File: src/uesc_params.svh
// Constants for the urgent error status capture block
`ifndef UESC_PARAMS_SVH
`define UESC_PARAMS_SVH

// ----------------------------------------------------------------
// Register offsets (byte addresses on the bus)
// ----------------------------------------------------------------
`define UESC_OFS_STAT_LO 8'h00
`define UESC_OFS_STAT_HI 8'h04
`define UESC_OFS_CFG     8'h08

// ----------------------------------------------------------------
// Status field positions
// ----------------------------------------------------------------
`define UESC_B_SDC   15
`define UESC_B_WDT   14
`define UESC_B_DTLB  10
`define UESC_B_ITLB  9
`define UESC_B_CORE  8
`define UESC_B_END_H 5
`define UESC_B_END_L 4
`define UESC_B_SUPERVISOR_MODE_COPY  3
`define UESC_B_MDAE  2
`define UESC_B_MIAE  1
`define UESC_B_MIUGE 0
`define UESC_B_IND_L 6
`define UESC_B_EXT_L 16

// ----------------------------------------------------------------
// Config field positions
// ----------------------------------------------------------------
`define UESC_B_FATAL_SEL 0
`define UESC_B_AM_L      16
`define UESC_B_AM_H      26

// ----------------------------------------------------------------
// Masks, limits and reset values
// ----------------------------------------------------------------
`define UESC_STAT_MASK 64'hffff_ffff_ffff_c73f
`define UESC_CFG_MASK  32'h07ff_0001
`define UESC_PA_W      43
`define UESC_PA_LIMIT  43'h400_0000_0000
`define UESC_STAT_RST  64'h0000_0000_0000_0000
`define UESC_CFG_RST   32'h0000_0000
`define UESC_END_UNDEF 2'h0

`endif

File: src/uesc_pkg.sv
// Types shared by the urgent error status capture block
`include "uesc_params.svh"
package uesc_pkg;

  // End method of the trapped instruction
  typedef enum logic [1:0] {
    UESC_END_PRECISE  = 2'h0,
    UESC_END_RETRY_NP = 2'h1,
    UESC_END_RSVD     = 2'h2,
    UESC_END_NO_RETRY = 2'h3
  } uesc_end_t;

  // Error detector reports, one-cycle pulses
  typedef struct packed {
    logic                  small_corrupt;
    logic                  acc_valid;
    logic                  acc_cacheable;
    logic [`UESC_PA_W-1:0] acc_pa;
    logic                  ext_damage;
    logic                  dbuf_tag_err;
    logic                  wdt_first;
    logic                  dtlb_load_ue;
    logic                  dtlb_write_fail;
    logic                  dtlb_demap_fail;
    logic                  itlb_load_ue;
    logic                  itlb_write_fail;
    logic                  itlb_demap_fail;
    logic                  core_ue;
  } uesc_evt_t;

  // Trap request from the trap logic
  typedef struct packed {
    logic      req;
    logic      cause_dae;
    logic      cause_iae;
    logic      cause_iuge;
    uesc_end_t end_method;
    logic      supervisor_mode_copy;
    logic      pstate_ue;
  } uesc_trap_t;

endpackage
File: src/uesc_capture.sv
// Urgent error status capture with a Wishbone register port
// What this block does
// - Small data corruption sets the corruption flag
// - Cacheable access at high address sets corruption
// - Access in masked address region sets corruption
// - Config picks fatal error or corruption flag
// - Data buffer tag errors set corruption flag
// - Bit 14 first watchdog; trapped instruction abandoned
// - Data buffer load uncorrectable error sets bit 10
// - Data buffer write or demap failure sets 10
// - Instruction buffer load uncorrectable error sets bit 9
// - Instruction buffer write/demap failure sets bit 9
// - Bit 8 flags hidden internal core error
// - Core error always flagged in bit 8; no config switch for it
// - Single trap without watchdog writes end method
// - End method undefined after watchdog timeout
// - Bit 3 copies privilege, forced one if unknown
// - Bit 2 cleared single, set on data cause
// - Bit 1 cleared single, set on instruction cause
// - Bit 0 cleared single, set on urgent cause
// - Handler bit chooses single or multiple trap
// - Single trap rewrites indications; multiple keeps them
`timescale 1ns/1ps
`include "uesc_params.svh"

module uesc_capture
  import uesc_pkg::*;
(
  input  wire logic        clk_i,
  input  wire logic        rst_i,
  // Wishbone classic slave
  input  wire logic        cyc_i,
  input  wire logic        stb_i,
  input  wire logic        we_i,
  input  wire logic [7:0]  adr_i,
  input  wire logic [3:0]  sel_i,
  input  wire logic [31:0] dat_i,
  output logic      [31:0] dat_o,
  output logic             ack_o,
  output logic             err_o,
  // Detectors and trap logic
  input  wire uesc_evt_t   evt_i,
  input  wire logic [63:16] err_upper_i,
  input  wire uesc_trap_t  trap_i,
  input  wire logic        handler_active_i,
  // Results to the trap logic
  output logic             fatal_error_o,
  output logic             single_trap_o,
  output logic             multiple_trap_o,
  output logic             instr_abandon_o,
  output logic      [63:0] urgent_error_status_o
);

  // ----------------------------------------------------------------
  // Declarations
  // ----------------------------------------------------------------
  logic [63:0] stat_q;
  logic [63:0] stat_d;
  logic [63:0] pend_q;
  logic [63:0] cur;
  logic [63:0] ind_all;
  logic [31:0] cfg_q;
  logic        ack_q;
  logic        err_q;
  logic [31:0] dat_q;
  logic        fatal_q;
  logic        single_q;
  logic        multi_q;
  logic        abandon_q;
  logic        sdc_evt;
  logic        fatal_sel;
  logic        single;
  logic        multi;
  logic        req;
  logic        hit_lo;
  logic        hit_hi;
  logic        hit_cfg;

  // Region test: address bits chosen by the mask field
  function automatic logic am_hit(input logic [`UESC_PA_W-1:0] pa,
                                  input logic [31:0] cfg);
    am_hit = |(pa[`UESC_PA_W-1:32] & cfg[`UESC_B_AM_H:`UESC_B_AM_L]);
  endfunction

  // Byte-lane merge of a write into a word
  function automatic logic [31:0] lane_merge(input logic [31:0] old,
                                             input logic [31:0] wd,
                                             input logic [3:0]  be);
    for (int i = 0; i < 4; i++) begin
      lane_merge[8*i +: 8] = be[i] ? wd[8*i +: 8] : old[8*i +: 8];
    end
  endfunction

  // ----------------------------------------------------------------
  // Error detection
  // ----------------------------------------------------------------
  assign fatal_sel = cfg_q[`UESC_B_FATAL_SEL];

  // Corruption sources merged into one event
  assign sdc_evt = evt_i.small_corrupt
                 | (evt_i.acc_valid & evt_i.acc_cacheable
                    & (evt_i.acc_pa >= `UESC_PA_LIMIT))
                 | (evt_i.acc_valid & am_hit(evt_i.acc_pa, cfg_q))
                 | (evt_i.ext_damage & ~fatal_sel)
                 | evt_i.dbuf_tag_err;

  // Indications seen this cycle
  always_comb begin
    cur                      = '0;
    cur[63:`UESC_B_EXT_L]    = err_upper_i;
    cur[`UESC_B_SDC]         = sdc_evt;
    cur[`UESC_B_WDT]         = evt_i.wdt_first;
    cur[`UESC_B_DTLB]        = evt_i.dtlb_load_ue;
    cur[`UESC_B_DTLB]        = cur[`UESC_B_DTLB] | evt_i.dtlb_write_fail
                               | evt_i.dtlb_demap_fail;
    cur[`UESC_B_ITLB]        = evt_i.itlb_load_ue;
    cur[`UESC_B_ITLB]        = cur[`UESC_B_ITLB] | evt_i.itlb_write_fail
                               | evt_i.itlb_demap_fail;
    cur[`UESC_B_CORE]        = evt_i.core_ue;
  end

  // Everything detected since the last single trap, this cycle included
  assign ind_all = pend_q | cur;

  // Pending indications; cleared by a single trap, so an event in the trap cycle reaches only the status
  always_ff @(posedge clk_i) begin
    if (rst_i) begin
      pend_q <= `UESC_STAT_RST;
    end else if (single) begin
      pend_q <= `UESC_STAT_RST;
    end else begin
      pend_q <= ind_all;
    end
  end

  // ----------------------------------------------------------------
  // Trap classification
  // ----------------------------------------------------------------
  assign single = trap_i.req & ~handler_active_i;
  assign multi  = trap_i.req & handler_active_i;

  // Status update on a trap
  always_comb begin
    stat_d = stat_q;
    if (single) begin
      stat_d[63:`UESC_B_IND_L] = ind_all[63:`UESC_B_IND_L];
      if (ind_all[`UESC_B_WDT]) begin
        stat_d[`UESC_B_END_H:`UESC_B_END_L] = `UESC_END_UNDEF;
      end else begin
        stat_d[`UESC_B_END_H:`UESC_B_END_L] = trap_i.end_method;
      end
      stat_d[`UESC_B_SUPERVISOR_MODE_COPY]  = trap_i.supervisor_mode_copy | trap_i.pstate_ue;
      stat_d[`UESC_B_MDAE]  = 1'b0;
      stat_d[`UESC_B_MIAE]  = 1'b0;
      stat_d[`UESC_B_MIUGE] = 1'b0;
    end else if (multi) begin
      if (trap_i.cause_dae) begin
        stat_d[`UESC_B_MDAE] = 1'b1;
      end
      if (trap_i.cause_iae) begin
        stat_d[`UESC_B_MIAE] = 1'b1;
      end
      if (trap_i.cause_iuge) begin
        stat_d[`UESC_B_MIUGE] = 1'b1;
      end
    end
    stat_d = stat_d & `UESC_STAT_MASK;
  end

  // Status register, written by hardware only
  always_ff @(posedge clk_i) begin
    if (rst_i) begin
      stat_q <= `UESC_STAT_RST;
    end else begin
      stat_q <= stat_d;
    end
  end

  // Trap result pulses
  always_ff @(posedge clk_i) begin
    if (rst_i) begin
      single_q  <= 1'b0;
      multi_q   <= 1'b0;
      abandon_q <= 1'b0;
      fatal_q   <= 1'b0;
    end else begin
      single_q  <= single;
      multi_q   <= multi;
      abandon_q <= single & ind_all[`UESC_B_WDT];
      fatal_q   <= evt_i.ext_damage & fatal_sel;
    end
  end

  // ----------------------------------------------------------------
  // Wishbone slave
  // ----------------------------------------------------------------
  assign req     = cyc_i & stb_i & ~ack_q & ~err_q;
  assign hit_lo  = adr_i == `UESC_OFS_STAT_LO;
  assign hit_hi  = adr_i == `UESC_OFS_STAT_HI;
  assign hit_cfg = adr_i == `UESC_OFS_CFG;

  // Answer one cycle after the request, dropped the cycle after
  always_ff @(posedge clk_i) begin
    if (rst_i) begin
      ack_q <= 1'b0;
      err_q <= 1'b0;
    end else begin
      ack_q <= req & (hit_lo | hit_hi | hit_cfg);
      err_q <= req & ~(hit_lo | hit_hi | hit_cfg);
    end
  end

  // Read data; status words ignore writes
  always_ff @(posedge clk_i) begin
    if (rst_i) begin
      dat_q <= 32'h0000_0000;
    end else if (req & ~we_i) begin
      unique case (1'b1)
        hit_lo:  dat_q <= stat_q[31:0];
        hit_hi:  dat_q <= stat_q[63:32];
        hit_cfg: dat_q <= cfg_q;
        default: dat_q <= 32'h0000_0000;
      endcase
    end
  end

  // Config register: fatal select and address mask
  always_ff @(posedge clk_i) begin
    if (rst_i) begin
      cfg_q <= `UESC_CFG_RST;
    end else if (req & we_i & hit_cfg) begin
      cfg_q <= lane_merge(cfg_q, dat_i, sel_i) & `UESC_CFG_MASK;
    end
  end

  assign dat_o                 = dat_q;
  assign ack_o                 = ack_q;
  assign err_o                 = err_q;
  assign fatal_error_o         = fatal_q;
  assign single_trap_o         = single_q;
  assign multiple_trap_o       = multi_q;
  assign instr_abandon_o       = abandon_q;
  assign urgent_error_status_o = stat_q;
endmodule // uesc_capture

File: config.mk
export PLATFORM = sky130hd
export DESIGN_NAME = uesc_capture
export DESIGN_NICKNAME = d
export VERILOG_FILES = /design/src/uesc_pkg.sv /design/src/uesc_capture.sv
export VERILOG_INCLUDE_DIRS = /design/src /design/src/src
export SDC_FILE = /design/constraint.sdc
export NUM_CORES = 1
export LEC_CHECK = 0
export ABC_AREA = 1
export BUFFER_PORTS_ARGS = -buffer_cell sky130_fd_sc_hd__buf_2
export CORE_UTILIZATION = 45
export DETAILED_ROUTE_END_ITERATION = 16
export PLACE_DENSITY = 0.85
export REMOVE_ABC_BUFFERS = 1
export SKIP_CTS_REPAIR_TIMING = 1
export SLEW_MARGIN = 20
export SYNTH_ARGS = -nofsm -noshare
export SYNTH_HDL_FRONTEND = slang
export SYNTH_SLANG_ARGS = --single-unit
File: constraint.sdc
create_clock -name clk_i -period 2.8 [get_ports clk_i]
set_clock_uncertainty 0.2 [all_clocks]
set_input_delay 0.56 -clock clk_i [delete_from_list [all_inputs] [get_ports clk_i]]
set_output_delay 0.56 -clock clk_i [all_outputs]
set_load 0.05 [all_outputs]
==> results of run 1 <==
-- cell type report --
| type | count | area, um2 | area share |
|---|---|---|---|
| clock buffer | 22 | 464.2 | 0.06219 |
| clock inverter | 9 | 131.4 | 0.01760 |
| inverter | 33 | 126.4 | 0.01693 |
| multi-input combinational | 480 | 2153 | 0.2885 |
| sequential | 162 | 3243 | 0.4345 |
| tap | 168 | 210.2 | 0.02816 |
| timing repair buffer | 218 | 1136 | 0.1522 |
-- layer usage --
layer | global-route usage | vias up | wire [um]
met4 | 0.08571 | 0 | 283
met5 | 0 | - | 0
met3 | 0.08013 | 32 | 1653
met2 | 0.4242 | 267 | 7499
li1 | - | 2712 | -
met1 | 0.2896 | 2486 | 6551
-- cell families (layout without fill, tap and decap cells) --
group / Yosys count / after routing / synth area share
buf+inv: 76 / 282 / 0.06166
simple gates: 356 / 356 / 0.2613
other cells: 1 / 5 / 0.0006554
compound gates: 119 / 119 / 0.1096
flops: 162 / 162 / 0.5668
-- how the worst min path moves through the flow --
stage                    startpoint         end  slack (ns)  depth (start not counted)
floorplan                pend_q[10]  pend_q[10]        0.22                          2
global placement         pend_q[17]  pend_q[17]        0.24                          2
detailed placement        pend_q[9]   pend_q[9]        0.25                          2
CTS                 err_upper_i[60]  pend_q[60]        0.16                          3
global route        err_upper_i[38]  pend_q[38]        0.17                          3
finish              err_upper_i[38]  pend_q[38]        0.17                          3
-- flip-flops by register name, summed over array words and instances, names as in the netlist --
| name | count |
|---|---|
| pend_q | 53 |
| multiple_trap_o | 1 |
| urgent_error_status_o | 59 |
| ack_o | 1 |
| single_trap_o | 1 |
| instr_abandon_o | 1 |
| err_o | 1 |
| dat_o | 32 |
| cfg_q | 12 |
| fatal_error_o | 1 |
-- placed cells by master (no fill, tap or decap), types with 4 or more instances in the layout --
| cell type | n |
|---|---|
| conb_1 | 5 |
| buf_4 | 12 |
| nor2_2 | 4 |
| a21oi_1 | 48 |
| inv_1 | 31 |
| buf_2 | 205 |
| clkbuf_16 | 17 |
| o21ai_1 | 15 |
| nand2_1 | 165 |
| dfxtp_1 | 162 |
| o22ai_1 | 15 |
| nor2_1 | 116 |
| o21ai_0 | 38 |
| nand3_1 | 45 |
| nand4_1 | 12 |
-- critical path, stage by stage --
cell	delay, ns
buf_2	0.10
nor2_2	0.15
nand2_4	0.11
inv_4	0.23
nand2_2	0.32
inv_1	0.33
nor3_1	0.11
nand2_1	0.09
inv_1	0.03
-- Yosys cell counts, types with 2 or more instances --
cell	n
nor4_1	3
buf_6	4
o21ai_1	15
nand4_1	12
nor3_1	2
nand2_2	2
nand2_1	166
nor2_1	116
nor2_2	6
a21oi_1	48
o21ai_0	38
nand3_1	45
inv_1	31
buf_4	6
buf_2	10
o22ai_1	15
a32o_1	2
clkbuf_1	23
dfxtp_1	162
-- metrics by stage --
step	utilization	instance area, um2
after floorplan	-	5510
after global placement	0.5625	6869
after detailed placement	0.5625	6869
after CTS	0.6113	7465
after global routing	0.6113	7465
final	0.6113	7465
-- power by group through the flow --
stage / registers, mW / logic, mW / clock network (mW)
global placement: 2.51 / 0.549 / 0
CTS: 2.46 / 0.559 / 2.36
detailed placement: 2.51 / 0.557 / 0
floorplan: 2.69 / 0.158 / 0
global route: 2.47 / 0.599 / 2.46
finish: 2.46 / 0.556 / 2.33
==> key figures, run 1 <==
Run status
  – Outcome: complete, no violations

Power
  – Gate power share: 0.104
  – Leakage power figure: 3.434 nW
  – P_int: 4.006 mW
  – Switching pwr: 1.341 mW
  – Worst vdd ir: 471.4 uV
  – Switching part of the total power: 0.2508
  – Total power per unit cell area: 716.4 mW/mm2
  – Clk pwr share: 0.435
  – Flop pwr share: 0.461
  – Power Total: 5.347 mW

Yosys
  – Area leader, netlist: dfxtp_1
  – Area of the mapped netlist: 0.005722 mm2
  – #FFs+latches synth: 162
  – Synth area leaders: dfxtp_1, nand2_1, nor2_1, a21oi_1, nand3_1
  – Sequential element share of the synthesized area: 0.5668
  – Top_reg_cell synth: dfxtp_1
  – Unique masters post-synth: 27
  – Number of warning messages in the yosys log: 0
  – Number of synthesized flops with an enable pin: 0
  – Post-synth top area share: 0.5668
  – Post-synthesis async set-or-reset flop share: 0
  – Post-Syn Instances: 714
  – Mean Syn Cell Area: 8.014 um2

Floorplan
  – # rows: 40
  – Die H: 114.8 um
  – Starting Density: 0.4685
  – Core box area: 0.01221 mm2
  – DIE AREA: 0.01317 mm2
  – IO Pins: 264
  – Die width: 114.8 um

Drt
  – Vias: 5,497
  – WL per Instance: 14.64 um
  – DR vias/cell: 5.034
  – Final wirelength: 15.99 mm
  – Routed Antenna Nets: 0
  – 1st-iter DRT viols: 453
  – Detailed Routing Iterations Pass 1: 7
  – Post-route DRC: 0

Critical path
  – Crit path launch: adr_i[7]
  – Worst EP arrival: 2.04 ns
  – WP data required: 2.92 ns
  – Worst r2r src: ack_o
  – R2r setup slk: 0.90 ns
  – Critical Path End: err_o
  – Crit path kind: in2reg
  – Critical R2R Capture: dat_o[6]
  – Reg2Reg Depth: 6
  – Critical path launch point type: input port
  – Setup crit end kind: flip-flop
  – Crit Path Max Fanout: 25

Global routing
  – Initial antenna violation count: 1
  – GRT Overall Usage: 0.2466
  – First-pass GRT wire length: 24.63 mm
  – Largest net degree at the start of global routing: 72
  – Vias in the first global route: 5,134
  – Total congestion overflow: 0

Place
  – Placement Setup Slack: 0.4370 ns
  – Port bufs: 205
  – RePlAce Congestion: 0.8345
  – Placed Cells: 1,061
  – Dpl hpwl: 10.80 mm

STA
  – RSZ-0062 raised after global routing: no
  – Final Max Slew Viols: 0
  – Setup TNS Final: 0 ns
  – Post-route setup slack: 0.8784 ns
  – Final Hold Slack: 0.1717 ns
  – # setup viols final: 0
  – Period utilisation layout: 0.6863
  – Post-layout min period: 1.922 ns
  – FMAX: 520.4 MHz
  – Max transition margin: 0.6342
  – Hold Fails Final Rpt: 0
  – Tightest Pin Transition: 0.5488 ns

Clocking
  – Htree depth: 4
  – CTS clk-pin slew, worst paths: 0.06 ns
  – Clock Latency Late Sink: 0.42 ns
  – CTS buffer count: 17
  – CTS Sinks: 162
  – CTS tree: yes
  – CTS root buf: clkbuf_16
  – Clock Path Buffers: 2

Min path
  – Class of the worst hold path: in2reg

Cells and area
  – Fillcell total: 1,091
  – Area growth from synthesis to layout: 30.46%
  – # diodes: 0
  – Layout cells sized above 1: 0.2825
  – Final #Nets: 1,074
  – Finished Layout Cells: 1,092

Flow run
  – Max-cap violations: 0
Note: power is estimated with default switching activity, not from simulation.
==> run 2, diff against run 1 <==
- CORE_UTILIZATION: 45 -> 42
- PLACE_DENSITY: 0.85 -> 0.84
- clock period: 2.8 -> 1.61 ns (I/O delays scaled with it)
==> run 2 against run 1 <==
Compared with the run above:
- the flow now finishes with violations (negative hold slack)
- non-clock buffer count grew 80
- clock power grew 70%
- via count grew 8.0%
- combinational power grew 110%
- global-route usage shrank 0.98 points
- critical path depth shrank 8
- sequential share of layout area shrank 5.1 points
- final area grew 13%
- routed wire length grew 16%
- flip-flop and latch count is the same
- critical path type is now reg2out
- critical endpoint is now urgent_error_status_o[51]
==> key figures, run 2 (synthesis gave the netlist of run 1 again) <==
Critical path
  – Worst r2r src: ack_o
  – Slowest cell on the critical path: dfxtp_1
  – Setup crit end kind: output port
  – Critical path launch point type: flip-flop
  – Max incr delay on CP: 0.39 ns (+0.06 ns)
  – Reg2Reg Depth: 7 (+1)
  – Delay-heaviest family, CP: flip-flops
  – CP cell instances: clkbuf_4
  – R2r setup slk: 0.09 ns (-0.81 ns)
  – CP Depth: 1 (-8)
  – WP data required: 1.09 ns (-1.83 ns)
  – Crit Path Max Fanout: 3 (-88%)
  – Critical path buffers and inverters: 1 (-3)
  – Critical R2R Capture: dat_o[26]
  – Crit path kind: reg2out
  – Worst EP arrival: 1.07 ns (-0.97 ns)

Floorplan
  – Die H: 118.7 um (+3.5%)
  – Die width: 118.7 um (+3.5%)
  – IO Pins: 264 (unchanged)
  – Starting Density: 0.4321 (-0.03648)
  – Core box area: 0.01324 mm2 (+8.4%)
  – DIE AREA: 0.01409 mm2 (+7.0%)
  – # rows: 42 (+5.0%)

Run status
  – Outcome: finished with violations
  – Violated checks: negative hold slack

Min path
  – Worst Hold Path Cells: 3 (unchanged)
  – Hold_sp: err_upper_i[17]
  – Class of the worst hold path: in2reg
  – Hold Path Sink: pend_q[17]

Clocking
  – CTS Sinks: 162 (unchanged)
  – CTS buffer count: 17 (unchanged)
  – CTS clk-pin slew, worst paths: 0.06 ns (about the same)
  – Clock Path Buffers: 2 (unchanged)
  – CTS tree: yes
  – Htree depth: 4 (unchanged)
  – CTS root buf: clkbuf_16
  – Clock Latency Late Sink: 0.42 ns (about the same)

Drt
  – WL per Instance: 15.73 um (+7.4%)
  – Post-route DRC: 0 (unchanged)
  – Routed Antenna Nets: 0 (unchanged)
  – Vias: 5,938 (+8.0%)
  – Detailed Routing Iterations Pass 1: 6 (-1)
  – Final wirelength: 18.58 mm (+16%)
  – 1st-iter DRT viols: 374 (-17%)
  – DR vias/cell: 5.028 (-0.12%)

Cells and area
  – Area growth from synthesis to layout: 47.74%
  – Commonest non-fill, non-tap cell in the layout: buf_2
  – Max reg flops: 59 (unchanged)
  – Final #Nets: 1,154 (+7.4%)
  – Commonest non-fill, non-tap cells in the layout: buf_2, nand2_1, dfxtp_1, nor2_1, dlygate4sd3_1
  – Layout cells sized above 1: 0.2786 (-0.003861)
  – Cell area after layout: 0.008453 mm2 (+13%)
  – # diodes: 0 (unchanged)

Power
  – Total power per unit cell area: 1117 mW/mm2 (+56%)
  – Leakage power figure: 3.823 nW (+11%)
  – Power Total: 9.441 mW (+77%)
  – Worst vdd ir: 859.9 uV (+82%)

STA
  – FMAX: 629.3 MHz
  – # setup viols final: 0 (unchanged)
  – Setup TNS Final: 0 ns (unchanged)
  – Final Max Slew Viols: 0 (unchanged)
  – Period utilisation layout: 0.9869
  – Final Hold Slack: -0.02158 ns (-0.1933 ns)
  – Hold Fails Final Rpt: 6 (+6)
  – Post-layout min period: 1.589 ns

Global routing
  – GRT Overall Usage: 0.2369 (-0.009750)
  – Largest net degree at the start of global routing: 49 (-32%)
  – First-pass GRT wire length: 25.88 mm (+5.1%)
  – Total congestion overflow: 0 (unchanged)
  – Initial antenna violation count: 0 (-1)
  – Vias in the first global route: 5,133 (-0.019%)

Place
  – RePlAce Congestion: 0.8667 (+3.9%)
  – Dpl hpwl: 11.55 mm (+6.9%)
  – Cell Area, Placed: 0.007087 mm2 (+3.2%)
  – Port bufs: 205 (unchanged)

Flow run
  – Max-cap violations: 0 (unchanged)
-- run 2: stage by stage --
stage	instances	hold slack, ns	util	setup slack, ns
CTS	1112	-0.07701	0.5795	-0.02327
detailed placement	1080	0.2515	0.5351	-0.07517
global placement	1080	0.2414	0.5351	-0.07951
floorplan	675	0.1911	-	-0.9008
finish	1181	-0.02158	0.6383	0.02101
global route	1181	0.004696	0.6383	-0.01401
-- run 2: where the power goes --
part           internal, mW  total [mW]  switching [mW]
Clock                  2.37        3.96            1.60
Sequential             4.19        4.29          0.0949
Combinational         0.428        1.19           0.761
Total                  6.99        9.44            2.45
-- run 2: per-layer routing --
| layer | GRT usage | routed length, um | part of all wire |
|---|---|---|---|
| met1 | 0.2967 | 7613 | 0.41 |
| met2 | 0.3929 | 9259 | 0.50 |
| met3 | 0.06371 | 1460 | 0.079 |
| met4 | 0.07832 | 245 | 0.013 |
| met5 | 0 | 0 | 0 |
-- run 2: how the worst max path moves through the flow --
stage | from | end | slack, ns
finish | urgent_error_status_o[51] | urgent_error_status_o[51] | 0.02
detailed placement | adr_i[5] | cfg_q[19] | -0.08
floorplan | ack_o | dat_o[11] | -0.90
global route | urgent_error_status_o[8] | urgent_error_status_o[8] | -0.01
global placement | adr_i[5] | cfg_q[0] | -0.08
CTS | urgent_error_status_o[32] | urgent_error_status_o[32] | -0.02
-- run 2: worst min-delay path, delay by kind of cell --
kind	cells	cell delay, ns
and+or+nand+nor	2	0.15
buffers and inverters	1	0.08
-- run 2: cell type report --
cell class | count | area, um2
fill | 1089 | 4790
timing repair buffer | 298 | 2108
sequential | 162 | 3243
clock buffer | 20 | 456.7
clock inverter | 12 | 130.1
tap | 176 | 220.2
inverter | 33 | 126.4
multi-input combinational | 480 | 2168
==> run 3, diff against run 2 <==
- SETUP_SLACK_MARGIN: unset -> 0.15
==> run 3 against run 2 <==
Compared with the run above:
- the flow still finishes with violations (negative hold slack)
- sequential power is 0.9% higher
- clock power is 1% higher
- hold slack better by 0.0040 ns
- utilization is 8.6 points higher
- combinational power is 18% higher
- final area is 13% higher
- routed wire length is 14% higher
- largest cell class unchanged
- highest routed layer unchanged
==> key figures, run 3 (synthesis gave the netlist of run 1 again) <==
STA
  – RSZ-0062 raised after global routing: yes
  – FMAX: 637.3 MHz (+1.3%)
  – # setup viols final: 0 (unchanged)
  – Final Max Slew Viols: 0 (unchanged)
  – Post-route setup slack: 0.04084 ns (+0.01983 ns)
  – Setup TNS Final: 0 ns (unchanged)
  – Final Hold Slack: -0.01757 ns (+0.004008 ns)
  – Hold Fails Final Rpt: 2 (-4)
  – Period utilisation layout: 0.9746 (-0.01232)
  – Post-layout min period: 1.569 ns (-0.01983 ns)

Min path
  – Hold_sp: err_upper_i[25]
  – Class of the worst hold path: in2reg

Clocking
  – CTS tree: yes
  – Clock Latency Late Sink: 0.42 ns (about the same)
  – Htree depth: 4 (unchanged)
  – CTS buffer count: 17 (unchanged)
  – Clock Path Buffers: 2 (unchanged)
  – CTS clk-pin slew, worst paths: 0.06 ns (about the same)
  – CTS root buf: clkbuf_16
  – CTS Sinks: 162 (unchanged)

Global routing
  – Largest net degree at the start of global routing: 49 (unchanged)
  – Vias in the first global route: 5,133 (unchanged)
  – GRT Overall Usage: 0.2369 (unchanged)
  – Initial antenna violation count: 0 (unchanged)
  – Total congestion overflow: 0 (unchanged)
  – First-pass GRT wire length: 25.88 mm (unchanged)

Place
  – Dpl hpwl: 11.55 mm (unchanged)
  – Cell Area, Placed: 0.007087 mm2 (unchanged)
  – RePlAce Congestion: 0.8667 (unchanged)
  – Port bufs: 205 (unchanged)
  – Placed Cells: 1,080 (unchanged)
  – Placement Setup Slack: -0.07517 ns (unchanged)

Drt
  – 1st-iter DRT viols: 518 (+39%)
  – Met2 WL post-DR: 10.87 mm (+17%)
  – Post-route DRC: 0 (unchanged)
  – Met1 WL: 8.199 mm (+7.7%)
  – WL per Instance: 17.64 um (+12%)
  – Final wirelength: 21.25 mm (+14%)
  – Uppermost routed layer: met4
  – Routed Antenna Nets: 0 (unchanged)
  – Vias: 6,240 (+5.1%)
  – WL met3: 1.570 mm (+7.5%)
  – Detailed Routing Iterations Pass 1: 7 (+1)
  – DR vias/cell: 5.178 (+3.0%)

Floorplan
  – # rows: 42 (unchanged)
  – Starting Density: 0.4321 (unchanged)
  – Die width: 118.7 um (unchanged)
  – Die H: 118.7 um (unchanged)
  – IO Pins: 264 (unchanged)
  – Core box area: 0.01324 mm2 (unchanged)
  – DIE AREA: 0.01409 mm2 (unchanged)

Power
  – Flop pwr share: 0.444 (-0.010)
  – Leakage power figure: 4.150 nW (+8.6%)
  – P_int: 7.172 mW (+2.6%)
  – Clk pwr share: 0.411 (-0.009)
  – Switching part of the total power: 0.2637 (+0.003796)
  – Worst vdd ir: 959.6 uV (+12%)
  – Switching pwr: 2.568 mW (+4.7%)
  – Gate power share: 0.145 (+0.019)
  – Total power per unit cell area: 1015 mW/mm2 (-9.1%)
  – Power Total: 9.740 mW (+3.2%)

Cells and area
  – Fillcell total: 889 (-18%)
  – Finished Layout Cells: 1,205 (+2.0%)
  – Max reg flops: 59 (unchanged)
  – Layout cells sized above 1: 0.3887 (+0.1101)
  – Area growth from synthesis to layout: 67.66%
  – Commonest non-fill, non-tap cell in the layout: nand2_1
  – Final #Nets: 1,178 (+2.1%)
  – Cell area after layout: 0.009593 mm2 (+13%)
  – FF+latch area: 0.003406 mm2 (+5.0%)
  – # diodes: 0 (unchanged)
  – Commonest non-fill, non-tap cells in the layout: nand2_1, nor2_1, buf_2, dfxtp_2, dfxtp_1
  – Multi-input logic area: 0.002183 mm2 (+0.69%)
  – Fin util: 0.7244 (+0.08607)

Critical path
  – Crit path launch: ack_o
  – Crit path kind: reg2reg
  – Crit Path Max Fanout: 4 (+1)
  – Critical path launch point type: flip-flop
  – R2r setup slk: 0.04 ns (-0.05 ns)
  – WP data required: 1.71 ns (+0.62 ns)
  – Worst r2r src: ack_o
  – Worst EP arrival: 1.67 ns (+0.60 ns)
  – Setup crit end kind: flip-flop

Run status
  – Violated checks: negative hold slack
  – Outcome: finished with violations

Flow run
  – Max-cap violations: 0 (unchanged)
## run 3: path summary, 6_finish.rpt
check,endpoint,cells past startpoint
worst max-delay path,cfg_q[26],7
worst min register to register,pend_q[39],2
worst max register to register,cfg_q[26],7
worst min-delay path,pend_q[25],3
## run 3: cell type report
type                       instances  share of cell area
inverter                          33             0.01317
clock buffer                      20             0.04761
tap                              176             0.02296
timing repair buffer             322              0.3201
multi-input combinational        480              0.2276
clock inverter                    12             0.01356
sequential                       162              0.3550
## run 3: layer usage
| metal | up-vias | global-route usage |
|---|---|---|
| met2 | 323 | 0.3929 |
| met5 | - | 0 |
| met3 | 57 | 0.06371 |
| met4 | 0 | 0.07832 |
| met1 | 2937 | 0.2967 |
| li1 | 2923 | - |
## run 3: worst max-delay path, cell delays in order, from the launching register on
cell and delay (ns):
dfxtp_2 0.34, nor2_2 0.14, nand3_4 0.13, nor2_4 0.19
buf_4 0.15, nand3_1 0.12, nand2_1 0.10, a21oi_1 0.07
## run 3: power by group through the flow
| stage | combinational (mW) | clock [mW] | sequential (mW) |
|---|---|---|---|
| after floorplan | 0.276 | 0 | 4.67 |
| after global placement | 0.994 | 0 | 4.36 |
| after detailed placement | 1.01 | 0 | 4.37 |
| after CTS | 1.01 | 4.02 | 4.28 |
| after global routing | 1.49 | 4.23 | 4.34 |
| final | 1.41 | 4.00 | 4.33 |
